===== src/core/exec_pkg.sv =====
package exec_pkg;
    localparam int unsigned DATA_W = 32;
    localparam int unsigned INSTR_W = 16;
    localparam int unsigned SEL_W = 4;
    localparam int unsigned VEC_W = 12;

    // Opcode matching: an instruction matches when (instr & mask) == value
    localparam logic [15:0] MASK_RR = 16'hff00;
    localparam logic [15:0] MASK_RI = 16'hfe00;
    localparam logic [15:0] MASK_R = 16'hfff0;
    localparam logic [15:0] MASK_ALL = 16'hffff;
    localparam logic [15:0] OP_CMPLT = 16'h0d00;
    localparam logic [15:0] OP_CMPNE = 16'h0f00;
    localparam logic [15:0] OP_CMPLTI = 16'h2200;
    localparam logic [15:0] OP_CMPNEI = 16'h2a00;
    localparam logic [15:0] OP_DECF = 16'h0090;
    localparam logic [15:0] OP_DECT = 16'h0080;
    localparam logic [15:0] OP_DECREMENT_TEST_POSITIVE = 16'h01a0;
    localparam logic [15:0] OP_DECLT = 16'h0180;
    localparam logic [15:0] OP_DECNE = 16'h01b0;
    localparam logic [15:0] OP_INCF = 16'h00b0;
    localparam logic [15:0] OP_INCT = 16'h00a0;
    localparam logic [15:0] OP_DIVS = 16'h3210;
    localparam logic [15:0] OP_DIVU = 16'h2c10;
    localparam logic [15:0] OP_FF1 = 16'h00e0;
    localparam logic [15:0] OP_DOZE = 16'h0006;

    // Field positions
    localparam int unsigned SEL_LSB = 0;
    localparam int unsigned SEC_LSB = 4;
    localparam int unsigned IMM_LSB = 4;
    localparam int unsigned IMM_W = 5;
    localparam logic [31:0] OIMM_OFFSET = 32'h0000_0001;

    localparam logic [VEC_W-1:0] DIVZ_VECTOR = 12'h00c;
    localparam logic [5:0] DIV_STEPS = 6'h20;
    localparam logic [5:0] NO_ONE_COUNT = 6'h20;

    typedef enum logic [1:0] {
        ST_IDLE = 2'b00,
        ST_DIV = 2'b01,
        ST_DOZE = 2'b11
    } exec_mode_t;

    typedef struct packed {
        logic [INSTR_W-1:0] instr;
        logic [DATA_W-1:0] x_val;
        logic [DATA_W-1:0] y_val;
        logic [DATA_W-1:0] divisor_val;
    } issue_t;

    typedef struct packed {
        logic wr_en;
        logic [SEL_W-1:0] wr_index;
        logic [DATA_W-1:0] wr_data;
    } result_t;
endpackage : exec_pkg


===== src/core/seq_divider.sv =====
`timescale 1ns/100ps
module seq_divider #(
    parameter int unsigned W = 32
) (
    input wire logic clk,
    input wire logic reset,
    input wire logic ce,
    input wire logic start,
    input wire logic signed_mode,
    input wire logic [W-1:0] dividend,
    input wire logic [W-1:0] divisor,
    output logic done,
    output logic [W-1:0] quotient
);
    import exec_pkg::*;

    typedef struct packed {
        logic busy;
        logic done;
        logic neg;
        logic [5:0] count;
        logic [W-1:0] rem;
        logic [W-1:0] quo;
        logic [W-1:0] dvs;
    } div_state_t;

    div_state_t s_q, s_d;
    logic [W-1:0] rem_sh;
    logic [W:0] diff;

    always_comb begin
        s_d = s_q;
        s_d.done = 1'b0;
        rem_sh = {s_q.rem[W-2:0], s_q.quo[W-1]};
        diff = {1'b0, rem_sh} - {1'b0, s_q.dvs};
        if (start) begin
            // Signed operands are reduced to magnitudes; sign fixed at end
            s_d.busy = 1'b1;
            s_d.count = 6'h00;
            s_d.rem = '0;
            s_d.neg = signed_mode & (dividend[W-1] ^ divisor[W-1]);
            s_d.quo = (signed_mode && dividend[W-1]) ? -dividend : dividend;
            s_d.dvs = (signed_mode && divisor[W-1]) ? -divisor : divisor;
        end else if (s_q.busy) begin
            s_d.rem = diff[W] ? rem_sh : diff[W-1:0];
            s_d.quo = {s_q.quo[W-2:0], ~diff[W]};
            s_d.count = s_q.count + 6'h01;
            if (s_d.count == DIV_STEPS) begin
                s_d.busy = 1'b0;
                s_d.done = 1'b1;
                if (s_q.neg) begin
                    s_d.quo = -s_d.quo;
                end
            end
        end
    end

    always_ff @(posedge clk) begin
        if (reset) begin
            s_q <= '0;
        end else if (ce) begin
            s_q <= s_d;
        end
    end

    assign done = s_q.done;
    assign quotient = s_q.quo;
endmodule : seq_divider


===== src/core/cmp_dec_div_exec.sv =====
// Notes on behaviour
// RL1: Signed less-than immediate, immediate is field plus one
// RL2: Register not-equal compare sets or clears flag
// RL3: Not-equal immediate uses field as 0..31
// RL4: Decrement only when flag clear; flag kept
// RL5: Decrement only when flag set; flag kept
// RL6: Decrement, flag set when result above zero
// RL7: Decrement, flag set when result below zero
// RL8: Decrement, flag set when result nonzero
// RL9: Increment only when flag clear; flag kept
// RL10: Signed divide by divisor register, quotient written
// RL11: Unsigned divide by divisor register, quotient written
// RL12: Zero divisor: no write, raise exception request
// RL13: Most negative by all-ones: quotient unchecked
// RL14: Privileged doze stops clock until interrupt
// RL15: Leading one finder returns distance from bit 31
// RL16: Four-bit field directly selects R0 to R15
// RL17: Not-equal immediate recognised by seven-bit opcode
// RL18: Flag visible to next instruction, no stall
`timescale 1ns/100ps
module cmp_dec_div_exec (
    input wire logic clk,
    input wire logic reset,
    input wire logic ce,
    input wire logic issue_valid,
    input wire exec_pkg::issue_t issue,
    input wire logic supervisor,
    input wire logic irq_pending,
    input wire logic flag_load,
    input wire logic flag_value,
    output logic ready_q,
    output logic done_q,
    output exec_pkg::result_t result_q,
    output logic cond_q,
    output logic divz_req_q,
    output logic [exec_pkg::VEC_W-1:0] exc_vector_q,
    output logic doze_q
);
    import exec_pkg::*;

    typedef struct packed {
        exec_mode_t mode;
        logic ready;
        logic done;
        result_t res;
        logic cond;
        logic divz;
        logic [VEC_W-1:0] vec;
        logic doze;
    } exec_state_t;

    exec_state_t s_q, s_d;
    logic accept;
    logic [DATA_W-1:0] x;
    logic [DATA_W-1:0] x_dec;
    logic [DATA_W-1:0] x_inc;
    logic [DATA_W-1:0] oimm;
    logic [DATA_W-1:0] imm;
    logic [SEL_W-1:0] sel;
    logic is_lti, is_lt, is_ne, is_nei, is_decf, is_dect, is_decrement_test_positive;
    logic is_declt, is_decne, is_incf, is_inct, is_divs, is_divu;
    logic is_ff1, is_doze, is_div, div_start, div_done;
    logic [DATA_W-1:0] div_quo;

    function automatic logic op_is(input logic [15:0] ins,
                                   input logic [15:0] val,
                                   input logic [15:0] mask);
        op_is = (ins & mask) == val;
    endfunction : op_is

    function automatic logic [5:0] lead_count(input logic [31:0] v);
        lead_count = NO_ONE_COUNT;
        for (int i = 0; i < 32; i++) begin
            if (v[i]) begin
                lead_count = 6'(31 - i);
            end
        end
    endfunction : lead_count

    assign x = issue.x_val;
    assign x_dec = x - 32'h0000_0001;
    assign x_inc = x + 32'h0000_0001;
    assign sel = issue.instr[SEL_LSB +: SEL_W]; // see RL16
    assign imm = 32'(issue.instr[IMM_LSB +: IMM_W]); // see RL3
    assign oimm = imm + OIMM_OFFSET; // see RL1
    assign is_lt = op_is(issue.instr, OP_CMPLT, MASK_RR);
    assign is_ne = op_is(issue.instr, OP_CMPNE, MASK_RR);
    assign is_lti = op_is(issue.instr, OP_CMPLTI, MASK_RI);
    assign is_nei = op_is(issue.instr, OP_CMPNEI, MASK_RI); // see RL17
    assign is_decf = op_is(issue.instr, OP_DECF, MASK_R);
    assign is_dect = op_is(issue.instr, OP_DECT, MASK_R);
    assign is_decrement_test_positive = op_is(issue.instr, OP_DECREMENT_TEST_POSITIVE, MASK_R);
    assign is_declt = op_is(issue.instr, OP_DECLT, MASK_R);
    assign is_decne = op_is(issue.instr, OP_DECNE, MASK_R);
    assign is_incf = op_is(issue.instr, OP_INCF, MASK_R);
    assign is_inct = op_is(issue.instr, OP_INCT, MASK_R);
    assign is_divs = op_is(issue.instr, OP_DIVS, MASK_R);
    assign is_divu = op_is(issue.instr, OP_DIVU, MASK_R);
    assign is_ff1 = op_is(issue.instr, OP_FF1, MASK_R);
    assign is_doze = op_is(issue.instr, OP_DOZE, MASK_ALL);
    assign is_div = is_divs | is_divu;
    assign accept = ce & issue_valid & s_q.ready;
    assign div_start = accept & is_div & (issue.divisor_val != '0);

    seq_divider #(
        .W(DATA_W)
    ) u_div (
        .clk(clk),
        .reset(reset),
        .ce(ce),
        .start(div_start),
        .signed_mode(is_divs),
        .dividend(x),
        .divisor(issue.divisor_val),
        .done(div_done),
        .quotient(div_quo)
    );

    always_comb begin
        s_d = s_q;
        s_d.done = 1'b0;
        s_d.divz = 1'b0;
        s_d.res.wr_en = 1'b0;
        if (flag_load) begin
            s_d.cond = flag_value;
        end
        unique case (s_q.mode)
            ST_IDLE: begin
                if (issue_valid && s_q.ready) begin
                    s_d.done = 1'b1;
                    s_d.res.wr_index = sel; // see RL16
                    s_d.res.wr_data = x;
                    // Flag held here so the next instruction sees it
                    if (is_lti) begin
                        s_d.cond = $signed(x) < $signed(oimm); // see RL1
                    end else if (is_lt) begin
                        s_d.cond = $signed(x) < $signed(issue.y_val);
                    end else if (is_ne) begin
                        s_d.cond = x != issue.y_val; // see RL2
                    end else if (is_nei) begin
                        s_d.cond = x != imm; // see RL3
                    end else if (is_decf) begin
                        s_d.res.wr_en = ~s_q.cond; // see RL4 RL18
                        s_d.res.wr_data = x_dec;
                    end else if (is_dect) begin
                        s_d.res.wr_en = s_q.cond; // see RL5 RL18
                        s_d.res.wr_data = x_dec;
                    end else if (is_incf) begin
                        s_d.res.wr_en = ~s_q.cond; // see RL9 RL18
                        s_d.res.wr_data = x_inc;
                    end else if (is_inct) begin
                        s_d.res.wr_en = s_q.cond;
                        s_d.res.wr_data = x_inc;
                    end else if (is_decrement_test_positive) begin
                        s_d.res.wr_en = 1'b1;
                        s_d.res.wr_data = x_dec;
                        s_d.cond = $signed(x_dec) > 0; // see RL6
                    end else if (is_declt) begin
                        s_d.res.wr_en = 1'b1;
                        s_d.res.wr_data = x_dec;
                        s_d.cond = x_dec[DATA_W-1]; // see RL7
                    end else if (is_decne) begin
                        s_d.res.wr_en = 1'b1;
                        s_d.res.wr_data = x_dec;
                        s_d.cond = x_dec != '0; // see RL8
                    end else if (is_ff1) begin
                        s_d.res.wr_en = 1'b1;
                        s_d.res.wr_data = 32'(lead_count(x)); // see RL15
                    end else if (is_div) begin
                        if (issue.divisor_val == '0) begin
                            s_d.divz = 1'b1; // see RL12
                            s_d.vec = DIVZ_VECTOR;
                        end else begin
                            s_d.done = 1'b0;
                            s_d.ready = 1'b0;
                            s_d.mode = ST_DIV; // see RL10 RL11
                        end
                    end else if (is_doze && supervisor) begin
                        s_d.done = 1'b0;
                        s_d.ready = 1'b0;
                        s_d.doze = 1'b1; // see RL14
                        s_d.mode = ST_DOZE;
                    end
                end
            end
            ST_DIV: begin
                if (div_done) begin
                    // Quotient of most negative by all-ones is left as is
                    s_d.res.wr_en = 1'b1; // see RL10 RL11 RL13
                    s_d.res.wr_data = div_quo;
                    s_d.done = 1'b1;
                    s_d.ready = 1'b1;
                    s_d.mode = ST_IDLE;
                end
            end
            ST_DOZE: begin
                if (irq_pending) begin
                    s_d.doze = 1'b0; // see RL14
                    s_d.done = 1'b1;
                    s_d.ready = 1'b1;
                    s_d.mode = ST_IDLE;
                end
            end
            default: begin
                s_d.mode = ST_IDLE;
                s_d.ready = 1'b1;
                s_d.doze = 1'b0;
            end
        endcase
    end

    always_ff @(posedge clk) begin
        if (reset) begin
            s_q <= '{mode: ST_IDLE, ready: 1'b1, default: '0};
        end else if (ce) begin
            s_q <= s_d;
        end
    end

    assign ready_q = s_q.ready;
    assign done_q = s_q.done;
    assign result_q = s_q.res;
    assign cond_q = s_q.cond;
    assign divz_req_q = s_q.divz;
    assign exc_vector_q = s_q.vec;
    assign doze_q = s_q.doze;
endmodule : cmp_dec_div_exec


===== config.mk =====
export PLATFORM = sky130hd
export DESIGN_NAME = cmp_dec_div_exec
export DESIGN_NICKNAME = d
export VERILOG_FILES = /design/src/core/exec_pkg.sv /design/src/core/seq_divider.sv /design/src/core/cmp_dec_div_exec.sv
export SDC_FILE = /design/constraint.sdc
export NUM_CORES = 1
export LEC_CHECK = 0
export ABC_CLOCK_PERIOD_IN_PS = 5200
export BUFFER_PORTS_ARGS = -buffer_cell sky130_fd_sc_hd__buf_2
export CAP_MARGIN = 20
export CORE_MARGIN = 8
export CORE_UTILIZATION = 50
export DETAILED_ROUTE_END_ITERATION = 7
export GPL_TIMING_DRIVEN = 0
export PLACE_DENSITY = 0.7
export SLEW_MARGIN = 5
export SYNTH_ARGS = -nofsm -noshare
export SYNTH_HDL_FRONTEND = slang
export SYNTH_SLANG_ARGS = --single-unit

===== constraint.sdc =====
create_clock -name clk -period 5.2 [get_ports clk]
set_input_delay 0.52 -clock clk [delete_from_list [all_inputs] [get_ports clk]]
set_output_delay 0.52 -clock clk [all_outputs]
set_load 0.01 [all_outputs]

# ---- Word level (Yosys, flattened, before mapping)
# Index checks and enable logic that the tools add are counted.
dict set report op_classes {
  addsub 8
  order_cmp 3
  eq_ne 39
  mux 111
  bitwise_logic 22
  reduce_logical 17
}
# op n
set op_table {}
lappend op_table {{2-to-1 mux 32 bit} 16}
lappend op_table {{2-to-1 mux 6 bit} 32}
lappend op_table {{2-to-1 mux 70 bit} 2}
lappend op_table {{2-to-1 mux 14 bit} 9}
lappend op_table {{negation 32 bit} 3}
lappend op_table {{2-to-1 mux 33 bit} 2}
lappend op_table {{one-hot mux 32 bit (2 select lines)} 1}
lappend op_table {{nonzero test 32 bit} 2}
lappend op_table {{== test 12 x 4 -> 1 bit (second input constant)} 5}
lappend op_table {{2-to-1 mux 15 bit} 4}
lappend op_table {{2-to-1 mux 56 bit} 1}
lappend op_table {{2-to-1 mux 4 bit} 12}
lappend op_table {{== test 12 x 5 -> 1 bit (second input constant)} 3}
lappend op_table {{AND reduction 18 bit} 2}
lappend op_table {{subtractor 32 x 32 -> 33 bit} 1}
lappend op_table {{adder 32 x 1 -> 32 bit (second input constant)} 1}
lappend op_table {{greater-than comparator 32 x 1 -> 1 bit (second input constant)} 1}
lappend op_table {{zero test 32 bit} 1}
lappend op_table {{< comparator 32 bit} 1}
lappend op_table {{< comparator 32 x 7 -> 1 bit} 1}
lappend op_table {{!= test 2 bit (second input constant)} 16}
lappend op_table {{!= test 32 bit} 1}
lappend op_table {{!= test 32 x 5 -> 1 bit} 1}
lappend op_table {{subtractor 32 x 1 -> 32 bit (second input constant)} 1}
lappend op_table {{other kinds (29)} 81}
dict set report totals {
  ff_bits 149
  inputBits 120
  output_inout_bits 54
  elab_cells 217
}

# ---- Logic depth before layout (Yosys ltp)
dict set report depth {
  ltp_word 46
  depth_mapped 23
  mapped_depth_nobuf 21
}

# ---- By module
# From an unflattened synthesis, not the netlist that was laid out.
dict set report hier_totals {
  cells_unflattened 2001
  area_unflattened_um2 14480.1
}
# module n_inst cells_per_inst area_each_um2 seq_area_each_um2
set modules_own_cells {}
lappend modules_own_cells {seq_divider 1 1040 7911.3 2082.0}
lappend modules_own_cells {cmp_dec_div_exec 1 961 6568.8 900.9}

# ---- Worst setup path after synthesis
# No wires, ideal clock.
dict set report synth_timing {
  path_type {register -> register}
  start {register u_div.s_q[4] in the netlist's numbering}
  end {register u_div.s_q (netlist bit u_div.quotient[28])}
  setup_ns 0.064
  t_arrival_ns 3.897
  required_time_ns 5.136
  setup_slack_ns 1.239
  stages_incl_launch_ff 22
  path_buffers 2
  period_less_slack_ns 3.961
  path_cell_list {dfxtp_1 > inv_1 > ha_1 > or4_1 > o21a_1 > o31ai_1 > a21oi_1 > o21a_1 > or2_1 > buf_6 > clkinv_2 > buf_2 > ha_1 > nand2_1 > nor3_1 > nand2_1 > nor4_1 > o21a_1 > nor2_1 > a211oi_1 > a21oi_1 > nor2_1}
}
dict set report synth_via {
  elab_chain_len 7
}
# element line_no
set synth_lines {}
lappend synth_lines {{start, declared} seq_divider.sv:27} ;# div_state_t s_q, s_d;
lappend synth_lines {{start signal, assigned} seq_divider.sv:60} ;# s_q <= '0;
lappend synth_lines {{start signal, assigned} seq_divider.sv:62} ;# s_q <= s_d;
lappend synth_lines {{subtractor 32 x 32 -> 33 bit} seq_divider.sv:35} ;# diff = {1'b0, rem_sh} - {1'b0, s_q.dvs};
lappend synth_lines {{NOT 1 bit} seq_divider.sv:46} ;# s_d.quo = {s_q.quo[W-2:0], ~diff[W]};
lappend synth_lines {{negation 32 bit} seq_divider.sv:52} ;# s_d.quo = -s_d.quo;
lappend synth_lines {{2-to-1 mux 32 bit} seq_divider.sv:51} ;# if (s_q.neg) begin
lappend synth_lines {{2-to-1 mux 32 bit} seq_divider.sv:48} ;# if (s_d.count == DIV_STEPS) begin
lappend synth_lines {{2-to-1 mux 70 bit} seq_divider.sv:44} ;# end else if (s_q.busy) begin
lappend synth_lines {{2-to-1 mux 70 bit} seq_divider.sv:36} ;# if (start) begin
# Every way passes these cells. The select of a mux whose other input is x is not followed.
# A chain may end at the register's enable or synchronous reset.

# ---- Final worst setup path
# Ends and elaborated chain as after synthesis.

==> reports/qor.yml <==
logic_synthesis:
  synth_mux_area_share_pct: 0.934
  synth_area_per_cell_sq_um: 7.16
  yosysMostFrequentCell: "nor2_1"
  synth_top_family_by_area: "compound AO/OA/AOI/OAI gates"
  synthTopCellsByArea: "dfxtp_1, ha_1, a21oi_1"
  syn_area_sq_mm: 0.0143
  portion_of_the_post_synthesis_area_used_by_sequential_elements_pct: 20.8
  postSynth.asyncResetShare_pct: 0
  synthSimpleGateAreaFrac_pct: 25.9
  synth_area_leader_cell: "dfxtp_1"
  post-synth-top-area-fraction_pct: 20.8
  synth.lib_cells_used.distinct: 91
  synth_top_flop_cell: "dfxtp_1"
  netlist_instances: 2002
  synth_seq_cells: 149
  post_synth_fa_ha_maj_area_fraction_pct: 7.56
  ys.warnings.count: 0
  synth_edf_count: 0
  synth_compound_gate_area_share_pct: 26.8
  post_synth_most_frequent_cells: "nor2_1, a21oi_1, nand2_1"
  synth_xor_xnor_area_share_pct: 8.19
power_and_ir_drop:
  leakage_dissipation_nw: 6.37
  vdd_ir_drop_max_mv: 0.236
  pwr_density_cell_mw_per_mm2: 182
route:
  drt-wirelength-per-cell_microns: 23.0
  num_vias: 16200
  detail_route.first_pass.iterations: 6
  drt_drc_violations_left: 0
  vias_per_cell: 6.27
  drt-initial-drc-count: 1823
  remaining_number_of_nets_flagged_by_the_antenna_check_after_routing: 0
  postRouteWirelength_microns: 59500
job:
  drv.max_cap_violation_count: 0
floorplan:
  floorplan.initialDensity_pct: 50.4
  chip_height_microns: 185
  die_w_microns: 185
  fp.dieArea_sq_mm: 0.0343
  num_rows: 62
  num_io_pins: 174
  core_region_area_sq_mm: 0.0285
worst_hold_path:
  timing.hold.worst_endpoint: "result_q[33]"
  holdCritPathClass: "primary input to flip-flop"
  timing.hold.worst_path_depth: 3
  hp-start: "issue[97]"
timing:
  slew_limit_fails: 0
  timing.clock.skew_ns: 0.0152
  maxClockFrequency_mhz: 206
  rsz_0062_raised_after_global_routing: "false"
  worst_pin_slew_ns: 1.05
  finalSetupViolations: 0
  final.min_clock_period_ns: 4.85
  hold_viol_final: 0
  final.setup.tns_ns: 0
  finalWorstSetupSlack_ns: 0.349
  relSlewSlack_pct: 29.6
  timing.hold.ws_ns: 0.319
  fin_crit_sh_pct: 93.3
finish:
  fin_cells: 2587
  layout.core_utilization_pct: 57.1
  num_antenna_cells: 0
  filler_cell_count: 2825
  synthToLayoutAreaGrowth_pct: 13.3
  drive_above_1_share_pct: 15.5
  finish.net_count: 2396
cts:
  cts_buffer_depth: 2
  path_clk_slew_ns: 0.08
  clock_tree.root_cell: "clkbuf_16"
  clock_insertion_delay_worst_skew_ns: 0.45
  tritoncts.num_buffers: 17
  cts_tree: "built"
  cts_num_sinks: 149
  cts.htree.levels: 4
  postCtsSetupBuffers: 0
global_route:
  first_global_vias: 15300
  global_route.overflow_total: 0
  antenna_found_initial: 0
  global_route.usage.total_pct: 33.8
  grt_max_degree: 17
  grt_first_pass_wirelength_microns: 89800
place:
  cell_total_after_placement: 2554
  placement_stage_worst_setup_slack_ns: 0.251
  dpl.hpwl_microns: 47400
  placement.io_buffers: 159
  gp_congestion: 1.02
worst_setup_path:
  r2r.worst_path.cells: 21
  critPathCaptureType: "flip-flop"
  crit_arrival_ns: 5.23
  regToRegStartpoint: "u_div.s_q[4]"
  setup.worst_path.class: "flip-flop to flip-flop"
  worst_flop_to_flop_path_endpoint: "u_div.quotient[28]"
  worst_setup_path_start_kind: "flip-flop"
  required_ns: 5.57
  reg2reg_setup_slack_ns: 0.35
  crit_fanout: 10
status:
  status: "completed"
-- where the power goes --
part	internal [W]	leakage (nW)	total [W]	switching, W
Combinational	0.000193	4.88	0.000526	0.000333
Clock	0.000687	0.279	0.00127	0.000580
Sequential	0.00116	1.21	0.00117	0.0000104
Total	0.00204	6.37	0.00296	0.000923
-- routing by layer --
layer | part of all wire [%] | GRT usage (%) | vias to the layer above
met3 | 9.8 | 6.28 | 155
met5 | 0 | 0 | -
met4 | 4.3 | 15.4 | 0
met2 | 44 | 53.2 | 920
li1 | - | - | 7558
met1 | 42 | 44.3 | 7581
-- timing repair --
item,4_1_cts,5_1_grt
hold buffers,0,0
gates resized for setup,0,3
hold endpoints to repair,0,0
endpoints found under the setup margin,0,5
-- critical path: stages (launching register included) --
cell and delay [ns]:
dfxtp_1 0.34, inv_1 0.08, ha_1 0.24, or4_1 0.55, o21a_1 0.21, o31ai_1 0.29
a21oi_1 0.17, o21a_1 0.31, or2_1 0.26, buf_6 0.15, clkinv_2 0.15, buf_2 0.29
ha_1 0.23, nand2_1 0.10, nor3_2 0.23, nand2_2 0.21, nor4_2 0.31, o21a_1 0.15
nor2_1 0.04, a211oi_1 0.30, a21oi_1 0.07, nor2_1 0.09
-- cell type report --
cell class / count / area (sq um) / area share [%]
Multi-Input combinational cell: 1585 / 10000 / 61.6
Sequential cell: 149 / 2980 / 18.4
Buffer: 182 / 1040 / 6.41
Timing Repair Buffer: 160 / 801 / 4.93
Tap cell: 384 / 480 / 2.96
Clock buffer: 19 / 443 / 2.73
Inverter: 95 / 358 / 2.20
Clock inverter: 13 / 138 / 0.847
-- kinds of logic (layout without fill, tap and decap cells) --
logic type,after synthesis,count (layout)
AND/OR/NAND/NOR,738,738
AO/OA/AOI/OAI,604,604
buffers and inverters,277,469
flip-flops,149,149
XOR/XNOR,134,134
adder cells (fa/ha/maj),86,86
multiplexers,13,13
other,1,10
-- flip-flops by register name, indices dropped and copies added (netlist names) --
| register | count |
|---|---|
| u_div.s_q | 40 |
| result_q | 37 |
| u_div.quotient | 32 |
| u_div.rem_sh | 31 |
| s_q | 2 |
| cond_q | 1 |
| divz_req_q | 1 |
| done_q | 1 |
| doze_q | 1 |
| exc_vector_q | 1 |
| ready_q | 1 |
| u_div.done | 1 |
-- placed cells by master, fill, tap and decap left out, types with 32 or more instances in the layout --
cell / count
buf_2: 189
nand2_1: 174
a31oi_1: 32
xnor2_1: 64
nand3_1: 55
clkbuf_1: 80
dfxtp_1: 149
ha_1: 85
a211oi_1: 78
nor3_1: 72
o21ai_0: 120
inv_1: 94
buf_4: 56
nor2_1: 226
a21oi_1: 182
xor2_1: 70
-- how the worst max path moves through the flow --
| stage | start | depth (start not counted) | slack [ns] | endpoint |
|---|---|---|---|---|
| detailed placement | u_div.s_q[4] | 21 | 0.25 | u_div.quotient[28] |
| CTS | u_div.s_q[4] | 21 | 0.19 | u_div.quotient[28] |
| global placement | u_div.s_q[4] | 21 | 0.19 | u_div.quotient[28] |
| floorplan | u_div.s_q[4] | 21 | 1.24 | u_div.quotient[28] |
| global route | u_div.s_q[4] | 21 | 0.002 | u_div.quotient[28] |
| finish | u_div.s_q[4] | 21 | 0.35 | u_div.quotient[28] |
-- per-stage QoR --
step                      cell area [sq um]  power, W
after global routing                  16200   0.00305
after CTS                             16200   0.00294
after detailed placement              15600   0.00171
final                                 16200   0.00296
after global placement                15600   0.00170
after floorplan                       14400   0.00150
Note: power is estimated with default switching activity, not from simulation.
